**src/logic/cpu_bus_params.svh**
```systemverilog
// Constants for the CPU local bus control block: positions, reset values and timing counts.
`ifndef CPU_BUS_PARAMS_SVH
`define CPU_BUS_PARAMS_SVH
`define IGN_PORT_A 8'hf0
`define IGN_PORT_B 8'hf1
`define IO_PORT_W 8
`define CHAN_W 3
`define FPU_IRQ_NUM 4'hd
`define STRAP_CAPTURE_CYCLES 4'h4
`define TURBO_DIV_DEFAULT 8'h04
`define LB_CYCLES_MIN 2'h1
`endif

```
**src/logic/cpu_bus_pkg.sv**
```systemverilog
// Types shared by the CPU local bus control block.
package cpu_bus_pkg;
	// Cycle type pins as one group: bit2 write/read, bit1 data/control, bit0 mem/io.
	typedef struct packed {
		logic write_read_ack_bit2; // Write or read, or channel bit 2.
		logic data_control_ack_bit1; // Data or control, or channel bit 1.
		logic mem_io_ack_bit0; // Memory or I/O, or channel bit 0.
	} cyc_pins_s;
	// Decoded processor cycle kinds, coded as {write/read, data/control, mem/io}.
	typedef enum logic [2:0] {
		CYC_INTA = 3'h0, CYC_CODE = 3'h1, CYC_IORD = 3'h2, CYC_MEMRD = 3'h3,
		CYC_SPECIAL = 3'h4, CYC_HALT = 3'h5, CYC_IOWR = 3'h6, CYC_MEMWR = 3'h7
	} cyc_kind_e;
	// Processor cycle tracking states, one-hot.
	typedef enum logic [2:0] {
		ST_IDLE = 3'b001, ST_T2_FIRST = 3'b010, ST_T2_LATER = 3'b100
	} cyc_state_e;
endpackage : cpu_bus_pkg

```
**src/logic/strobe_divider.sv**
```systemverilog
// One-cycle enable pulse divider used to pace the non-turbo strobe.
module strobe_divider
	import cpu_bus_pkg::*;
#(
	parameter int DIV_W = 8 // Width of the divide count.
) (
	input wire logic clk_i, // System clock.
	input wire logic rst_i, // Synchronous reset, active high.
	input wire logic [DIV_W-1:0] div_i, // Divide ratio, zero treated as one.
	output logic tick_o // One-cycle pulse every div_i cycles.
);
	initial begin
		if (DIV_W < 2) $error("strobe_divider: DIV_W must be at least 2");
	end
	logic [DIV_W-1:0] cnt_r; // Cycles left to the next pulse.
	logic [DIV_W-1:0] cnt_nxt;
	logic tick_r; // Registered pulse.
	logic tick_nxt;
	// Count down and reload, pulsing on the reload cycle.
	always_comb begin
		tick_nxt = 1'b0;
		if (cnt_r <= DIV_W'(1)) begin
			cnt_nxt = div_i;
			tick_nxt = 1'b1;
		end else begin
			cnt_nxt = cnt_r - DIV_W'(1);
		end
	end
	// Register the counter.
	always_ff @(posedge clk_i) begin
		if (rst_i) begin
			cnt_r <= '0;
			tick_r <= 1'b0;
		end else begin
			cnt_r <= cnt_nxt;
			tick_r <= tick_nxt;
		end
	end
	assign tick_o = tick_r;
endmodule : strobe_divider

```
**src/logic/cpu_local_bus_control.sv**
```systemverilog
// CPU local bus control: hold exchange, cycle pins, strobes, cache enable and error interrupts.
`include "cpu_bus_params.svh"

// How it works
// Decode cycle pins from master while unheld.
// Drive DMA channel code while held.
// Own address status forces data/control high.
// Own address status forces mem/io high.
// Write/read pin shows own access direction.
// Address status low one clock, local cycles.
// External strobe invalidates cache during DMA.
// External strobe one cycle, protected writes.
// External strobe modulated for non-turbo mode.
// Float error raises interrupt line thirteen.
// Raise hold when internal master needs bus.
// Processor floats outputs then acknowledges hold.
// Ignore error on port write with error.
// Sample ignore pin at reset for timing.
// Interrupt output follows valid controller request.
// Cache enable off, later T2, non-cacheable.
// Cache enable off first T2, local cycles.
// Release cycle pins when processor owns bus.
module cpu_local_bus_control
	import cpu_bus_pkg::*;
#(
	parameter int DIV_W = 8 // Width of the non-turbo divide ratio.
) (
	input wire logic clk_i, // System clock, shared with the processor.
	input wire logic rst_i, // Synchronous power-on reset, active high.
	input wire logic master_req_i, // Internal DMA or refresh master wants the bus.
	input wire logic hold_acknowledge_i, // Processor has floated its bus.
	input wire cyc_pins_s cyc_pins_i, // Cycle type pins as seen on the wire.
	input wire logic address_status_n_i, // Address status pin level.
	input wire logic dma_ack_start_i, // Start of a DMA acknowledge cycle.
	input wire logic [`CHAN_W-1:0] dma_chan_i, // Channel being serviced.
	input wire logic own_local_start_i, // Own DMA or master cycle to a local region.
	input wire logic own_write_i, // Own local access is a write.
	input wire logic invalidate_i, // DMA or master cycle needs cache invalidate.
	input wire logic region_noncache_i, // Current processor address is non-cacheable.
	input wire logic region_local_i, // Current processor address is a local region.
	input wire logic region_wprot_i, // Current processor address is write-protected.
	input wire logic turbo_off_i, // Non-turbo mode selected.
	input wire logic [DIV_W-1:0] turbo_div_i, // Non-turbo strobe pacing ratio.
	input wire logic float_error_n_i, // Floating point error, active low.
	input wire logic io_write_i, // One-cycle pulse: internal I/O write decoded.
	input wire logic [`IO_PORT_W-1:0] io_addr_i, // Port address of that write.
	input wire logic pic_request_i, // Interrupt controller has a valid request.
	input wire logic ignore_numeric_error_n_i, // Pin level, read as strap at reset.
	output cyc_pins_s cyc_pins_o, // Cycle type pin drive values.
	output logic cyc_pins_oe_o, // High while the device drives the cycle pins.
	output logic address_status_n_o, // Address status drive value.
	output logic address_status_oe_o, // High while the device drives address status.
	output logic hold_request_o, // Hold request to the processor.
	output logic ext_address_strobe_n_o, // External address strobe, active low.
	output logic cache_enable_n_o, // Cache enable, active low.
	output logic ignore_numeric_error_n_o, // Ignore error drive value.
	output logic ignore_numeric_error_oe_o, // High while the device drives that pin.
	output logic irq_line_thirteen_o, // Internal interrupt line thirteen.
	output logic cpu_interrupt_request_o, // Interrupt request to the processor.
	output logic slot_addr_bit1_slow_o, // Strap result for slot address bit 1 timing.
	output cyc_kind_e cyc_kind_o // Decoded kind of the last processor cycle.
);
	initial begin
		if (DIV_W < 2 || DIV_W > 16) $error("cpu_local_bus_control: DIV_W out of range");
	end

	// Pin drive registers.
	cyc_pins_s pins_r, pins_nxt; // Cycle pin drive values.
	logic pins_oe_r, pins_oe_nxt; // Cycle pin enable.
	logic ads_n_r, ads_n_nxt; // Address status drive.
	logic ads_oe_r, ads_oe_nxt; // Address status enable.
	logic hold_r, hold_nxt; // Hold request.
	logic ext_address_strobe_n_n_r, ext_address_strobe_n_n_nxt; // External strobe.
	logic ken_n_r, ken_n_nxt; // Cache enable.
	logic ign_n_r, ign_n_nxt; // Ignore error drive.
	logic ign_oe_r, ign_oe_nxt; // Ignore error enable.
	logic irq_line_thirteen_r, irq_line_thirteen_nxt; // Interrupt line thirteen.
	logic cpu_interrupt_request_r, cpu_interrupt_request_nxt; // Processor interrupt request.
	logic strap_r, strap_nxt; // Captured timing strap.
	logic [3:0] por_cnt_r, por_cnt_nxt; // Cycles since reset release, held at the strap capture count.
	cyc_kind_e kind_r, kind_nxt; // Last decoded cycle kind.
	cyc_state_e st_r, st_nxt; // Processor cycle tracker.
	logic turbo_tick; // Pacing pulse for non-turbo mode.

	// The divider paces the non-turbo strobe so the slowdown ratio is software tunable.
	strobe_divider #(.DIV_W(DIV_W)) u_div (
		.clk_i(clk_i),
		.rst_i(rst_i),
		.div_i(turbo_div_i),
		.tick_o(turbo_tick)
	);

	// Track processor cycles: address status starts T1, then first and later T2 states.
	always_comb begin
		st_nxt = st_r;
		kind_nxt = kind_r;
		case (st_r)
			ST_IDLE: begin
				if (!hold_acknowledge_i && !address_status_n_i) begin
					st_nxt = ST_T2_FIRST;
					kind_nxt = cyc_kind_e'(cyc_pins_i);
				end
			end
			ST_T2_FIRST: begin
				st_nxt = ST_T2_LATER;
			end
			ST_T2_LATER: begin
				// A new address status ends this cycle; held bus also ends it.
				if (hold_acknowledge_i) begin
					st_nxt = ST_IDLE;
				end else if (!address_status_n_i) begin
					st_nxt = ST_T2_FIRST;
					kind_nxt = cyc_kind_e'(cyc_pins_i);
				end
			end
			default: st_nxt = ST_IDLE;
		endcase
	end

	// Bus ownership pins: hold request, cycle pins and address status.
	always_comb begin
		// Hold follows the internal master need; the processor answers on its own.
		hold_nxt = master_req_i;
		pins_nxt = pins_r;
		pins_oe_nxt = hold_acknowledge_i;
		ads_oe_nxt = hold_acknowledge_i;
		ads_n_nxt = 1'b1;
		if (!hold_acknowledge_i) begin
			// Processor owns the bus, so stay off the shared pins.
			pins_nxt = '0;
		end else if (own_local_start_i) begin
			// Own local access: fixed data and memory, direction on write/read.
			ads_n_nxt = 1'b0;
			pins_nxt.data_control_ack_bit1 = 1'b1;
			pins_nxt.mem_io_ack_bit0 = 1'b1;
			pins_nxt.write_read_ack_bit2 = own_write_i;
		end else if (dma_ack_start_i) begin
			pins_nxt = cyc_pins_s'(dma_chan_i);
		end
	end

	// Strobes: external address strobe and cache enable.
	always_comb begin
		ext_address_strobe_n_n_nxt = 1'b1;
		ken_n_nxt = 1'b0; // Default low, cacheable.
		if (hold_acknowledge_i && invalidate_i) begin
			ext_address_strobe_n_n_nxt = 1'b0;
		end else if (st_nxt == ST_T2_FIRST && kind_nxt == CYC_MEMWR && region_wprot_i) begin
			ext_address_strobe_n_n_nxt = 1'b0; // One cycle in the first T2 of a protected write.
		end else if (turbo_off_i && turbo_tick) begin
			ext_address_strobe_n_n_nxt = 1'b0;
		end
		// Memory kinds carry the mem/io pin, bit 0 of the code; the reserved halt code is not
		// a memory access and keeps caching allowed.
		if (kind_nxt[0] && kind_nxt != CYC_HALT) begin
			if (region_local_i && st_nxt != ST_IDLE) begin
				ken_n_nxt = 1'b1; // Already in the first T2.
			end else if (region_noncache_i && st_nxt == ST_T2_LATER) begin
				ken_n_nxt = 1'b1;
			end
		end
	end

	// Numeric error, interrupts and reset strap.
	always_comb begin
		irq_line_thirteen_nxt = !float_error_n_i;
		cpu_interrupt_request_nxt = pic_request_i;
		ign_n_nxt = ign_n_r;
		ign_oe_nxt = ign_oe_r;
		strap_nxt = strap_r;
		por_cnt_nxt = por_cnt_r;
		if (por_cnt_r < `STRAP_CAPTURE_CYCLES) begin
			// Pin stays an input while the strap settles after reset.
			por_cnt_nxt = por_cnt_r + 4'h1;
			if (por_cnt_r == `STRAP_CAPTURE_CYCLES - 4'h1) begin
				strap_nxt = ignore_numeric_error_n_i;
				ign_oe_nxt = 1'b1;
			end
		end else if (io_write_i && !float_error_n_i &&
				(io_addr_i == `IGN_PORT_A || io_addr_i == `IGN_PORT_B)) begin
			ign_n_nxt = 1'b0;
		end else if (float_error_n_i) begin
			// The error went away, so the ignore request ends too.
			ign_n_nxt = 1'b1;
		end
	end

	// Register all state.
	always_ff @(posedge clk_i) begin
		if (rst_i) begin
			pins_r <= '0;
			pins_oe_r <= 1'b0;
			ads_n_r <= 1'b1;
			ads_oe_r <= 1'b0;
			hold_r <= 1'b0;
			ext_address_strobe_n_n_r <= 1'b1;
			ken_n_r <= 1'b0;
			ign_n_r <= 1'b1;
			ign_oe_r <= 1'b0;
			irq_line_thirteen_r <= 1'b0;
			cpu_interrupt_request_r <= 1'b0;
			strap_r <= 1'b0;
			por_cnt_r <= 4'h0;
			kind_r <= CYC_INTA;
			st_r <= ST_IDLE;
		end else begin
			pins_r <= pins_nxt;
			pins_oe_r <= pins_oe_nxt;
			ads_n_r <= ads_n_nxt;
			ads_oe_r <= ads_oe_nxt;
			hold_r <= hold_nxt;
			ext_address_strobe_n_n_r <= ext_address_strobe_n_n_nxt;
			ken_n_r <= ken_n_nxt;
			ign_n_r <= ign_n_nxt;
			ign_oe_r <= ign_oe_nxt;
			irq_line_thirteen_r <= irq_line_thirteen_nxt;
			cpu_interrupt_request_r <= cpu_interrupt_request_nxt;
			strap_r <= strap_nxt;
			por_cnt_r <= por_cnt_nxt;
			kind_r <= kind_nxt;
			st_r <= st_nxt;
		end
	end

	assign cyc_pins_o = pins_r;
	assign cyc_pins_oe_o = pins_oe_r;
	assign address_status_n_o = ads_n_r;
	assign address_status_oe_o = ads_oe_r;
	assign hold_request_o = hold_r;
	assign ext_address_strobe_n_o = ext_address_strobe_n_n_r;
	assign cache_enable_n_o = ken_n_r;
	assign ignore_numeric_error_n_o = ign_n_r;
	assign ignore_numeric_error_oe_o = ign_oe_r;
	assign irq_line_thirteen_o = irq_line_thirteen_r;
	assign cpu_interrupt_request_o = cpu_interrupt_request_r;
	assign slot_addr_bit1_slow_o = strap_r;
	assign cyc_kind_o = kind_r;

	// Checks next to the logic they guard.
	chk_pins_released: assert property (@(posedge clk_i) disable iff (rst_i)
		!hold_acknowledge_i |=> !cyc_pins_oe_o)
		else $error("cycle pins driven while processor owns bus");
	chk_chan_code: assert property (@(posedge clk_i) disable iff (rst_i)
		hold_acknowledge_i && dma_ack_start_i && !own_local_start_i
		|=> cyc_pins_o == cyc_pins_s'($past(dma_chan_i)))
		else $error("channel code not on cycle pins");
	chk_own_pins_high: assert property (@(posedge clk_i) disable iff (rst_i)
		!address_status_n_o && address_status_oe_o |-> cyc_pins_o.data_control_ack_bit1)
		else $error("data/control low during own address status");
	chk_own_mem_high: assert property (@(posedge clk_i) disable iff (rst_i)
		!address_status_n_o && address_status_oe_o |-> cyc_pins_o.mem_io_ack_bit0)
		else $error("mem/io low during own address status");
	chk_own_dir: assert property (@(posedge clk_i) disable iff (rst_i)
		hold_acknowledge_i && own_local_start_i
		|=> cyc_pins_o.write_read_ack_bit2 == $past(own_write_i))
		else $error("write/read pin wrong for own access");
	chk_ads_one_clock: assert property (@(posedge clk_i) disable iff (rst_i)
		hold_acknowledge_i && own_local_start_i ##1 !own_local_start_i |=> address_status_n_o)
		else $error("address status held longer than one clock");
	chk_invalidate: assert property (@(posedge clk_i) disable iff (rst_i)
		hold_acknowledge_i && invalidate_i |=> !ext_address_strobe_n_o)
		else $error("no invalidate strobe during held cycle");
	chk_hold_follow: assert property (@(posedge clk_i) disable iff (rst_i)
		master_req_i |=> hold_request_o)
		else $error("hold request not raised");
	chk_irq_line_thirteen: assert property (@(posedge clk_i) disable iff (rst_i)
		!float_error_n_i |=> irq_line_thirteen_o)
		else $error("float error did not raise line thirteen");
	chk_cpu_interrupt_request: assert property (@(posedge clk_i) disable iff (rst_i)
		pic_request_i |=> cpu_interrupt_request_o)
		else $error("interrupt request not passed on");
	chk_ignore_err: assert property (@(posedge clk_i) disable iff (rst_i)
		ignore_numeric_error_oe_o && io_write_i && !float_error_n_i && io_addr_i == `IGN_PORT_A
		|=> !ignore_numeric_error_n_o)
		else $error("ignore error not asserted on port write");
	chk_strap_input: assert property (@(posedge clk_i) disable iff (rst_i)
		$past(rst_i) |-> !ignore_numeric_error_oe_o)
		else $error("ignore pin driven right after reset");
	// Cache enable is judged on the kind and region that were sampled one edge earlier.
	chk_ken_local: assert property (@(posedge clk_i) disable iff (rst_i)
		st_r == ST_T2_FIRST && kind_r[0] && kind_r != CYC_HALT && $past(region_local_i)
		|-> cache_enable_n_o)
		else $error("cache enable active in first T2 of a local cycle");
	chk_ken_noncache: assert property (@(posedge clk_i) disable iff (rst_i)
		st_r == ST_T2_LATER && kind_r[0] && kind_r != CYC_HALT && $past(region_noncache_i)
		|-> cache_enable_n_o)
		else $error("cache enable active in later T2 of a non-cacheable cycle");
	chk_ken_idle: assert property (@(posedge clk_i) disable iff (rst_i)
		st_r == ST_IDLE |-> !cache_enable_n_o)
		else $error("cache enable inactive outside processor cycles");
	chk_wprot_strobe: assert property (@(posedge clk_i) disable iff (rst_i)
		st_r == ST_T2_FIRST && kind_r == CYC_MEMWR && $past(region_wprot_i)
		|-> !ext_address_strobe_n_o)
		else $error("no strobe in first T2 of a protected write");
	// Past the first T2 only pacing or invalidation may pull the strobe low.
	chk_wprot_once: assert property (@(posedge clk_i) disable iff (rst_i)
		st_r == ST_T2_LATER && !$past(turbo_off_i) && !$past(hold_acknowledge_i)
		|-> ext_address_strobe_n_o)
		else $error("protected write strobe longer than one cycle");
	chk_strap_capture: assert property (@(posedge clk_i) disable iff (rst_i)
		$rose(ignore_numeric_error_oe_o)
		|-> slot_addr_bit1_slow_o == $past(ignore_numeric_error_n_i))
		else $error("strap not captured from the ignore pin");
	cov_dma_code: cover property (@(posedge clk_i) hold_acknowledge_i && dma_ack_start_i);
	cov_own_local: cover property (@(posedge clk_i) !address_status_n_o && address_status_oe_o);
	cov_wprot: cover property (@(posedge clk_i) st_r == ST_T2_FIRST && !ext_address_strobe_n_o);
	cov_ignore: cover property (@(posedge clk_i) !ignore_numeric_error_n_o);
endmodule : cpu_local_bus_control

```
**config.mk**
```make
export PLATFORM = sky130hd
export DESIGN_NAME = cpu_local_bus_control
export DESIGN_NICKNAME = d
export VERILOG_FILES = /design/src/logic/cpu_bus_pkg.sv /design/src/logic/strobe_divider.sv /design/src/logic/cpu_local_bus_control.sv
export VERILOG_INCLUDE_DIRS = /design/src /design/src/logic
export SDC_FILE = /design/constraint.sdc
export NUM_CORES = 1
export LEC_CHECK = 0
export BUFFER_PORTS_ARGS = -buffer_cell sky130_fd_sc_hd__buf_4
export CORE_MARGIN = 3
export CORE_UTILIZATION = 25
export CTS_BUF_LIST = sky130_fd_sc_hd__clkbuf_8
export DETAILED_ROUTE_END_ITERATION = 7
export PLACE_DENSITY = 0.45
export SLEW_MARGIN = 20
export SYNTH_ARGS = -nofsm -noshare
export SYNTH_HDL_FRONTEND = slang
export SYNTH_HIERARCHICAL = 1
export SYNTH_SLANG_ARGS = --single-unit
```
**constraint.sdc**
```tcl
create_clock -name clk_i -period 5.1 [get_ports clk_i]
set_input_delay 0.255 -clock clk_i [delete_from_list [all_inputs] [get_ports clk_i]]
set_output_delay 0.255 -clock clk_i [all_outputs]
set_load 0.01 [all_outputs]
```
# ---- Word level (Yosys, flattened, before mapping)
# Cells that the tools add are included.
# W data, S select, Z words.
dict set report op_classes {
  reduce_logical 20
  n_bitwise 3
  eq_ne 11
  order_cmp 2
  n_mux 20
  addsub 2
}
# op n
set ops {}
lappend ops {{$mux W3} 8}
lappend ops {{$eq A8 B8 Y1 const B} 2}
lappend ops {{$logic_and A1 B1 Y1} 10}
lappend ops {{$eq A3 B3 Y1 const B} 3}
lappend ops {{$mux W1} 9}
lappend ops {{$pmux W3 S3} 1}
lappend ops {{$le A8 B1 Y1 const B} 1}
lappend ops {{$mux W8} 1}
lappend ops {{$sub A8 B1 Y8 const B} 1}
lappend ops {{$eq A3 B2 Y1 const B} 2}
lappend ops {{$pmux W3 S2} 1}
lappend ops {{$add A4 B1 Y4 const B} 1}
lappend ops {{$eq A4 B2 Y1 const B} 1}
lappend ops {{$lt A4 B3 Y1 const B} 1}
lappend ops {{$reduce_and A2 Y1} 2}
lappend ops {{$reduce_bool A2 Y1} 2}
lappend ops {{$reduce_or A2 Y1} 2}
lappend ops {{$eq A3 B1 Y1 const B} 1}
lappend ops {{$logic_not A1 Y1} 3}
lappend ops {{$ne A3 B1 Y1 const B} 1}
lappend ops {{$ne A3 B3 Y1 const B} 1}
lappend ops {{$not A1 Y1} 3}
lappend ops {{$logic_or A1 B1 Y1} 1}
dict set report word_totals {
  reg_bits 32
  inputBits 39
  word_cells 76
}

# ---- Logic depth before layout (Yosys ltp)
# Gate-level depths: netlist of the first run.
dict set report depth {
  ltp_word 9
  depth_mapped 6
  mapped_depth_nobuf 5
}

# ---- Cells and area by module
# The synthesis of the first run kept the hierarchy.
# mod area_each_um2 cells_per_inst seq_area_each_um2 instances
set by_module_without_submodules {}
lappend by_module_without_submodules {cpu_local_bus_control 924.6 97 460.4 1}
lappend by_module_without_submodules {strobe_divider 480.5 55 180.2 1}

# ---- Worst setup path before layout of the first run
# Ideal clock, no wire load.
dict set report synth_timing {
  path_type {register to register}
  start {register u_div.cnt_r[5]}
  end {register u_div.cnt_r[0]}
  stages_incl_launch_ff 5
  slack_ps 3489
  setup_ps 86
  n_path_buf 1
  t_arrival_ps 1525
  path_cell_list {dfxtp_1 -> or4_1 -> or3_1 -> buf_2 -> a211oi_1}
}
dict set report synth_between {
  elab_chain_len 2
}
# item line
set synth_lines {}
lappend synth_lines {{from (decl)} strobe_divider.sv:15} ;# logic [DIV_W-1:0] cnt_r;
lappend synth_lines {{from (signal assigned)} strobe_divider.sv:35} ;# cnt_r <= cnt_nxt;
lappend synth_lines {{$le A8 B1 Y1} strobe_divider.sv:22} ;# if (cnt_r <= DIV_W'(1)) begin
lappend synth_lines {{$mux W8} strobe_divider.sv:22}
# Every way passes these cells.
# A chain may end at the register's enable or synchronous reset.

# ---- Final worst setup path of the first run
dict set report layout_timing {
  start {register u_div.cnt_r[5]}
  end {register u_div.cnt_r[1]}
}
# Same word-level chain as after synthesis.

==> qor.yml, run 1 <==
h-tree-depth: 2
cts_hold_buf: 0
critPathMaxStageDelay_ns: 0.72
start_util_pct: 26.7
crit_required_ns: 5.29
layout.cells.most_common: "buf_4"
grt_pass1_wl_um: 5680
fillCellCount: 557
met1_length_um: 1640
critical_path_class: "flip-flop to flip-flop"
reg2reg_depth: 3
track_usage_pct: 11.4
cp-end-kind: "flip-flop"
slowest_stage: "or4_1"
cts_buffers: 5
clockBufferDepth: 2
gp_congestion: 0.845
wl_um: 3550
design_area_mm2: 0.00197
ys_ff_latch: 32
drive_gt1_share_pct: 31.9
cts_tree: "built"
max-slew-margin-rel_pct: 69.4
drtIter0Drc: 43
timing.hold.ws_ns: 0.138
vdd.ir_drop.worst_uv: 213
detail_route.wl_per_cell_um: 12.8
pin_count: 56
rsz0062_at_grt: "no"
ctsResizeCount: 0
cp_cell_sequence: "or4_1, or3_1, a211oi_1"
finalPower_uw: 823
ant_nets: 0
diodes: 0
p_leak_nw: 0.849
crit_buf_inv: 0
fin_setup_tns_ns: 0
clkLatencyLatePin_ns: 0.28
routed_via_density: 4.55
placed_cell_area_mm2: 0.00186
grt_max_degree: 26
slew_violations: 0
post-route-drc-count: 0
hold_viol: 0
final_cell_mix: "buf_4, dfxtp_1, nor2_1"
seqCellArea_um2: 641
ys.flop_type: "dfxtp_1"
yosysWarnings: 6
hpwl_um: 2720
die_area_mm2: 0.00656
whs_path_depth: 2
cts.reportedPaths.clkPinSlew_ns: 0.07
dr.pass1.iters: 4
post-route-period-util_pct: 38.4
multi_input_area_um2: 699
antenna_found_initial: 0
ys_types: 38
maxCapViolations: 0
cellPowerDensity_mw_per_mm2: 418
syn_area_per_cell_um2: 9.24
fmax_mhz: 510
syn_inst: 152
nNetsFinal: 248
skew_ns: 0.00460
fin_crit_ns: 1.96
die_h_um: 81.0
grt_overflow: 0
cp.arrival_ns: 2.15
async_reset_ff_share_pct: 0
synth-edff-count: 0
grt_pass1_vias: 1277
wl_met3_um: 206
die_x_um: 81.0
min-delay-path-class: "input pin to flip-flop"
status: "complete, no violations"
coreArea_mm2: 0.00527
stdcell_count: 277
rows: 26
cp.depth: 3
crit_path_max_fanout: 11
areaGrowthSynthToFinish_pct: 40.0
setup_viol: 0
synth_fp_nets: 194
portBuffers: 54
cp_top_family: "simple AND/OR/NAND/NOR gates"
postLayoutSetupSlackWorst_ns: 3.14
dp.cells: 269
post_cts_buffers: 0
worst_pin_slew_ns: 0.457
routed-wl-met2_um: 1650
cp-start-kind: "flip-flop"
seq_area_frac_synth_pct: 45.6
fin_util_pct: 37.3
clock-sinks: 32
detailedPlace.worstSlack_ns: 3.14
cts-root-buf: "clkbuf_8"
syn_area_mm2: 0.00141
vias: 1260
top_layer_used: "met4"
[state kept, by name, summed over array words and instances, names as in the netlist, 3 cells and up]
name	flops
u_div/cnt_r	8
por_cnt_r	4
cyc_kind_o	3
cyc_pins_o	3
st_r	3
[per-layer routing]
metal	GRT usage [%]	up-vias
li1	-	652
met1	14.1	571
met2	17.4	32
met3	3.55	5
met4	6.42	0
met5	0	-
[power by group]
part,internal [mW],switching (mW),total (mW),leakage [nW]
clock network,0.143,0.0949,0.238,0.0593
logic,0.119,0.133,0.252,0.527
registers,0.291,0.0413,0.333,0.263
[cell usage after synthesis (2+ instances only)]
| master | count | share of area (%) |
|---|---|---|
| nor4_1 | 4 | 1.8 |
| mux2i_1 | 4 | 2.8 |
| a31oi_1 | 2 | 0.89 |
| or3_1 | 4 | 1.8 |
| or2_2 | 2 | 0.89 |
| clkbuf_1 | 4 | 1.1 |
| nor2_1 | 17 | 4.5 |
| or4_1 | 3 | 1.6 |
| o41ai_1 | 4 | 2.5 |
| nand4_1 | 2 | 0.89 |
| ha_1 | 3 | 2.7 |
| xnor2_1 | 4 | 2.5 |
| nor3b_1 | 3 | 1.6 |
| nand2_1 | 5 | 1.3 |
| a21oi_1 | 10 | 3.6 |
| o31ai_1 | 2 | 1.1 |
| nor3_1 | 2 | 0.71 |
| nand2b_1 | 7 | 3.1 |
| inv_1 | 7 | 1.9 |
| dfxtp_1 | 32 | 46 |
| a211oi_1 | 5 | 2.7 |
| nor2b_1 | 6 | 2.7 |
| o21ai_0 | 5 | 1.8 |
[final cells by class]
cell class	instances	share of cell area, %
clock buffer	5	3.50
clock inverter	3	1.97
inverter	7	1.34
multi-input combinational	106	35.6
sequential	32	32.6
tap	70	4.45
timing repair buffer	54	20.6
[path summary, 6_finish.rpt]
kind,startpoint,to,slack [ns]
setup reg to reg,u_div/cnt_r[5]$_SDFF_PP0_,u_div/cnt_r[1]$_SDFF_PP0_,3.14
hold reg to reg,slot_addr_bit1_slow_o$_SDFFE_PP0P_,slot_addr_bit1_slow_o$_SDFFE_PP0P_,0.46
setup / recovery,u_div/cnt_r[5]$_SDFF_PP0_,u_div/cnt_r[1]$_SDFF_PP0_,3.14
hold / removal,float_error_n_i,irq_line_thirteen_o$_SDFF_PP0_,0.14
[worst register-to-register path, delay by kind of cell, from the launching register on]
| kind | cells | cell delay [ns] |
|---|---|---|
| simple gates | 2 | 1.26 |
| flops | 1 | 0.34 |
| compound gates | 1 | 0.27 |
[cell families (layout without fill, tap and decap cells)]
kind of cell	after synthesis	after routing	share of synthesized area, %
muxes	5	5	4.45
AOI/OAI and AO/OA	34	34	15.9
and+or+nand+nor	59	59	23.6
DFF	32	32	45.6
buffers and inverters	14	69	4.63
adders and majority gates	3	3	2.67
xor gates and xnor gates	5	5	3.12
Power figures use the tool's default switching activity.
==> run 2: changes to the inputs <==
- PLACE_DENSITY: 0.45 -> 0.46
- clock period: 5.1 -> 1.7 ns (I/O delays scaled with it)
==> qor.yml, run 2 (synthesis results as in run 1) <==
status: "complete, no violations"
regMostFlops: "u_div/cnt_r"
post_cts_buffers: 0  # unchanged
die_area_mm2: 0.00656  # unchanged
top_regs: "u_div/cnt_r (8), por_cnt_r (4)"
crit_path_max_fanout: 6  # -5
diodes: 0  # unchanged
cts_buffers: 5  # unchanged
grt_pass1_vias: 1288  # +0.86%
detailedPlace.worstSlack_ns: -0.0383  # -3.18 ns
hpwl_um: 2740  # +0.73%
post-route-period-util_pct: 95.0  # +57 points
crit_required_ns: 1.89  # -3.40 ns
start_util_pct: 26.7  # unchanged
portBuffers: 54  # unchanged
coreArea_mm2: 0.00527  # unchanged
post-route-drc-count: 0  # unchanged
hold_viol: 0  # unchanged
fmax_mhz: 619  # +21%
finalPower_mw: 2.69  # +230%
worst_pin_slew_ns: 0.419  # -0.0382 ns
maxCapViolations: 0  # unchanged
grt_overflow: 0  # unchanged
clockBufferDepth: 2  # unchanged
wl_um: 3680  # +3.7%
vdd.ir_drop.worst_uv: 560  # +160%
fin_crit_ns: 1.61  # -0.345 ns
postLayoutSetupSlackWorst_ns: 0.0851  # -3.05 ns
h-tree-depth: 2  # unchanged
final_cell_mix: "buf_4, dfxtp_1, nor2_1"
cp_top_family: "simple AND/OR/NAND/NOR gates"
setup_viol: 0  # unchanged
p_comb_share_pct: 38.1  # +7.5 points
min-delay-path-class: "input pin to flip-flop"
p_int_mw: 1.81  # +230%
slowest_stage: "or4_1"
die_x_um: 81.0  # unchanged
p_switching_uw: 873  # +220%
max-slew-margin-rel_pct: 71.9  # +2.6 points
fin_util_pct: 39.7  # +2.4 points
die_h_um: 81.0  # unchanged
fillCellCount: 551  # -1.1%
cp-start-kind: "flip-flop"
cts-root-buf: "clkbuf_8"
antenna_found_initial: 0  # unchanged
nNetsFinal: 260  # +4.8%
skew_ns: 0.00536  # +0.000765 ns
vias: 1319  # +4.7%
areaGrowthSynthToFinish_pct: 49.1
clock-sinks: 32  # unchanged
cts.reportedPaths.clkPinSlew_ns: 0.07  # about the same
rsz0062_at_grt: "no"
cp_cell_sequence: "or4_1, or3_4, a211oi_2"
crit_buf_inv: 0  # unchanged
largest_register_ffs: 8  # unchanged
grt_max_degree: 26  # unchanged
cts_tree: "built"
critical_path_class: "flip-flop to flip-flop"
cp.arrival_ns: 1.81  # -0.34 ns
gp_congestion: 0.791  # -6.4%
detail_route.wl_per_cell_um: 12.7  # -0.56%
p_leak_nw: 0.917  # +7.9%
pwr-share-clk_pct: 26.3  # -2.6 points
routed_via_density: 4.56  # +0.34%
fin_setup_tns_ns: 0  # unchanged
seqPwrFrac_pct: 35.6  # -4.8 points
cp-end-kind: "flip-flop"
switching_share_pct: 32.5  # -0.26 points
layout.cells.most_common: "buf_4"
drtIter0Drc: 28  # -35%
slew_violations: 0  # unchanged
cellPowerDensity_mw_per_mm2: 1280  # +210%
critPathMaxStageDelay_ns: 0.55  # -0.17 ns
rows: 26  # unchanged
clkLatencyLatePin_ns: 0.28  # about the same
drive_gt1_share_pct: 37.4  # +5.6 points
ant_nets: 0  # unchanged
track_usage_pct: 11.3  # -0.031 points
pin_count: 56  # unchanged
grt_pass1_wl_um: 5760  # +1.5%
dr.pass1.iters: 4  # unchanged
run 2: through the flow:
step / instance area [um2] / instances / hold WS, ns
2_1_floorplan: 1410 / 152 / 0.147
3_3_place_gp: 1930 / 279 / 0.255
3_5_place_dp: 1930 / 279 / 0.257
4_1_cts: 2070 / 289 / 0.0110
5_1_grt: 2090 / 289 / 0.0511
6_report: 2090 / 289 / 0.0215
run 2: power groups by stage:
| stage | logic [mW] | registers (mW) | clock network (mW) |
|---|---|---|---|
| 6_report | 1.02 | 0.958 | 0.706 |
| 5_1_grt | 1.13 | 0.975 | 0.774 |
| 4_1_cts | 0.985 | 0.955 | 0.741 |
| 3_5_place_dp | 0.949 | 0.973 | 0 |
| 3_3_place_gp | 0.937 | 0.967 | 0 |
| 2_1_floorplan | 0.558 | 0.988 | 0 |
run 2: repair_timing:
item	CTS	global route
endpoints found under the hold margin	2	0
hold buffers	2	0
gates resized for setup	2	4
setup endpoints to repair	1	4
pin swaps	0	1
run 2: final timing paths:
check,start,to,slack [ns],cells past startpoint
worst max-delay path,u_div/cnt_r[5]$_SDFF_PP0_,u_div/cnt_r[0]$_SDFF_PP0_,0.09,3
worst min-delay path,master_req_i,hold_request_o$_SDFF_PP0_,0.02,2
worst max register to register,u_div/cnt_r[5]$_SDFF_PP0_,u_div/cnt_r[0]$_SDFF_PP0_,0.09,3
worst min register to register,slot_addr_bit1_slow_o$_SDFFE_PP0P_,slot_addr_bit1_slow_o$_SDFFE_PP0P_,0.46,2
run 2: final cells by class:
| class | count | area, um2 | share of cell area [%] |
|---|---|---|---|
| Clock buffer | 5 | 68.8 | 3.29 |
| Inverter | 7 | 26.3 | 1.25 |
| Timing Repair Buffer | 66 | 500 | 23.9 |
| Tap cell | 70 | 87.6 | 4.18 |
| Sequential cell | 32 | 642 | 30.6 |
| Multi-Input combinational cell | 106 | 731 | 34.9 |
| Clock inverter | 3 | 38.8 | 1.85 |
run 2: metal layers:
layer	up-vias	track usage [%]	wire length, um
met2	39	17.8	1690
met5	-	0	0
met3	4	3.99	238
met1	601	14.0	1700
li1	675	-	-
met4	0	4.90	47
==> run 3: changes to the inputs <==
- CELL_PAD_IN_SITES_DETAIL_PLACEMENT: default -> 0
- CELL_PAD_IN_SITES_GLOBAL_PLACEMENT: default -> 1
- CORE_UTILIZATION: 25 -> 32
- PLACE_DENSITY: 0.46 -> 0.74
==> qor.yml, run 3 (synthesis results as in run 1) <==
clkLatencyLatePin_ns: 0.28  # about the same
cp-start-kind: "flip-flop"
die_h_um: 72.3  # -11%
die_area_mm2: 0.00522  # -20%
track_usage_pct: 14.0  # +2.7 points
antenna_found_initial: 0  # unchanged
final_cell_mix: "buf_4, dfxtp_1, nor2_1"
diodes: 0  # unchanged
crit_path_max_fanout: 10  # +4
p_int_mw: 1.71  # -5.8%
post-route-drc-count: 0  # unchanged
coreArea_mm2: 0.00412  # -22%
switching_share_pct: 34.1  # +1.6 points
post_cts_buffers: 0  # unchanged
largest_register_ffs: 8  # unchanged
grt_pass1_vias: 1339  # +4.0%
areaGrowthSynthToFinish_pct: 45.9
fmax_mhz: 602  # -2.9%
dp.cells: 258  # -7.5%
worst_pin_slew_ns: 0.406  # -0.0130 ns
cp-end-kind: "flip-flop"
critical_path_class: "flip-flop to flip-flop"
fin_setup_tns_ns: 0  # unchanged
layout.cells.most_common: "buf_4"
skew_ns: 0.00203  # -0.00333 ns
hold_viol: 0  # unchanged
cts.reportedPaths.clkPinSlew_ns: 0.06  # about the same
hpwl_um: 2650  # -3.6%
p_switching_uw: 882  # +1.0%
pwr-share-clk_pct: 22.4  # -3.9 points
dr.pass1.iters: 4  # unchanged
post-route-period-util_pct: 97.8  # +2.8 points
seqCellArea_um2: 642  # unchanged
fillCellCount: 398  # -28%
drive_gt1_share_pct: 37.2  # -0.29 points
slew_violations: 0  # unchanged
start_util_pct: 34.1  # +7.5 points
p_comb_share_pct: 40.3  # +2.2 points
routed_via_density: 5.18  # +13%
regMostFlops: "u_div/cnt_r"
portBuffers: 54  # unchanged
grt_overflow: 0  # unchanged
vdd.ir_drop.worst_uv: 729  # +30%
finalPower_mw: 2.59  # -3.6%
stdcell_count: 268  # -7.3%
clock-sinks: 32  # unchanged
cellPowerDensity_mw_per_mm2: 1260  # -1.5%
detail_route.wl_per_cell_um: 13.5  # +5.8%
die_x_um: 72.3  # -11%
setup_viol: 0  # unchanged
p_leak_nw: 0.907  # -1.0%
fin_util_pct: 49.8  # +10 points
crit_required_ns: 1.85  # -0.04 ns
grt_pass1_wl_um: 5730  # -0.49%
grt_max_degree: 26  # unchanged
ant_nets: 0  # unchanged
status: "complete, no violations"
cts-root-buf: "clkbuf_8"
multi_input_area_um2: 736  # +0.68%
seqPwrFrac_pct: 37.4  # +1.8 points
vias: 1387  # +5.2%
maxCapViolations: 0  # unchanged
rsz0062_at_grt: "yes"
wl_um: 3620  # -1.8%
gp_congestion: 0.850  # +7.5%
cp.arrival_ns: 1.81  # about the same
pin_count: 56  # unchanged
nNetsFinal: 259  # -0.38%
cts_buffers: 5  # unchanged
h-tree-depth: 2  # unchanged
cts_tree: "built"
top_regs: "u_div/cnt_r (8), por_cnt_r (4)"
drtIter0Drc: 78  # +180%
min-delay-path-class: "input pin to flip-flop"
max-slew-margin-rel_pct: 72.8  # +0.87 points
fin_crit_ns: 1.66  # +0.0475 ns
clockBufferDepth: 2  # unchanged
rows: 23  # -12%
-- run 3: metal layers --
layer	track usage (%)	share of wire [%]
met1	16.4	43
met3	4.85	7.8
met4	7.52	2.7
met5	0	0
met2	22.5	47
-- run 3: cell type report --
type | count | area share [%]
multi-input cells | 106 | 35.9
flip-flops and latches | 32 | 31.3
repair buffers | 65 | 24.1
clock buffers | 6 | 4.03
well taps | 50 | 3.05
inverters | 7 | 1.28
clock inverters | 2 | 0.366
-- run 3: worst max-delay path, cell delays in order (launching register included) --
cell,delay (ns)
dfxtp_1,0.33
or4_1,0.55
buf_4,0.20
nor4_1,0.37
a211oi_1,0.09
-- run 3: power groups by stage --
stage | clock network (mW) | registers, mW | logic, mW
finish | 0.580 | 0.968 | 1.04
global route | 0.630 | 0.978 | 1.14
CTS | 0.604 | 0.962 | 0.966
detailed placement | 0 | 0.978 | 0.936
global placement | 0 | 0.970 | 0.917
floorplan | 0 | 0.988 | 0.558
-- run 3: per-stage QoR --
step                      setup slack [ns]  hold slack [ns]  cell area (um2)
after floorplan                     0.0890            0.147             1410
after global placement              0.0391            0.256             1900
after detailed placement           -0.0269            0.254             1900
after CTS                           0.0377           0.0113             2020
after global routing               -0.0249           0.0342             2050
final                               0.0376           0.0160             2050
-- run 3: path summary, 6_finish.rpt --
check                                                         from                                  to  slack [ns]  cells after the start
worst max-delay path                     u_div/cnt_r[5]$_SDFF_PP0_           u_div/cnt_r[1]$_SDFF_PP0_        0.04                      4
worst min-delay path                                 pic_request_i  cpu_interrupt_request_o$_SDFF_PP0_        0.02                      2
worst max register to register           u_div/cnt_r[5]$_SDFF_PP0_           u_div/cnt_r[1]$_SDFF_PP0_        0.04                      4
worst min register to register  slot_addr_bit1_slow_o$_SDFFE_PP0P_  slot_addr_bit1_slow_o$_SDFFE_PP0P_        0.47                      2
-- run 3: timing repair --
| action | in CTS | in global routing |
|---|---|---|
| endpoints found under the hold margin | 2 | 0 |
| setup endpoints to repair | 3 | 6 |
| resized for setup | 1 | 6 |
| hold buffers | 2 | 0 |
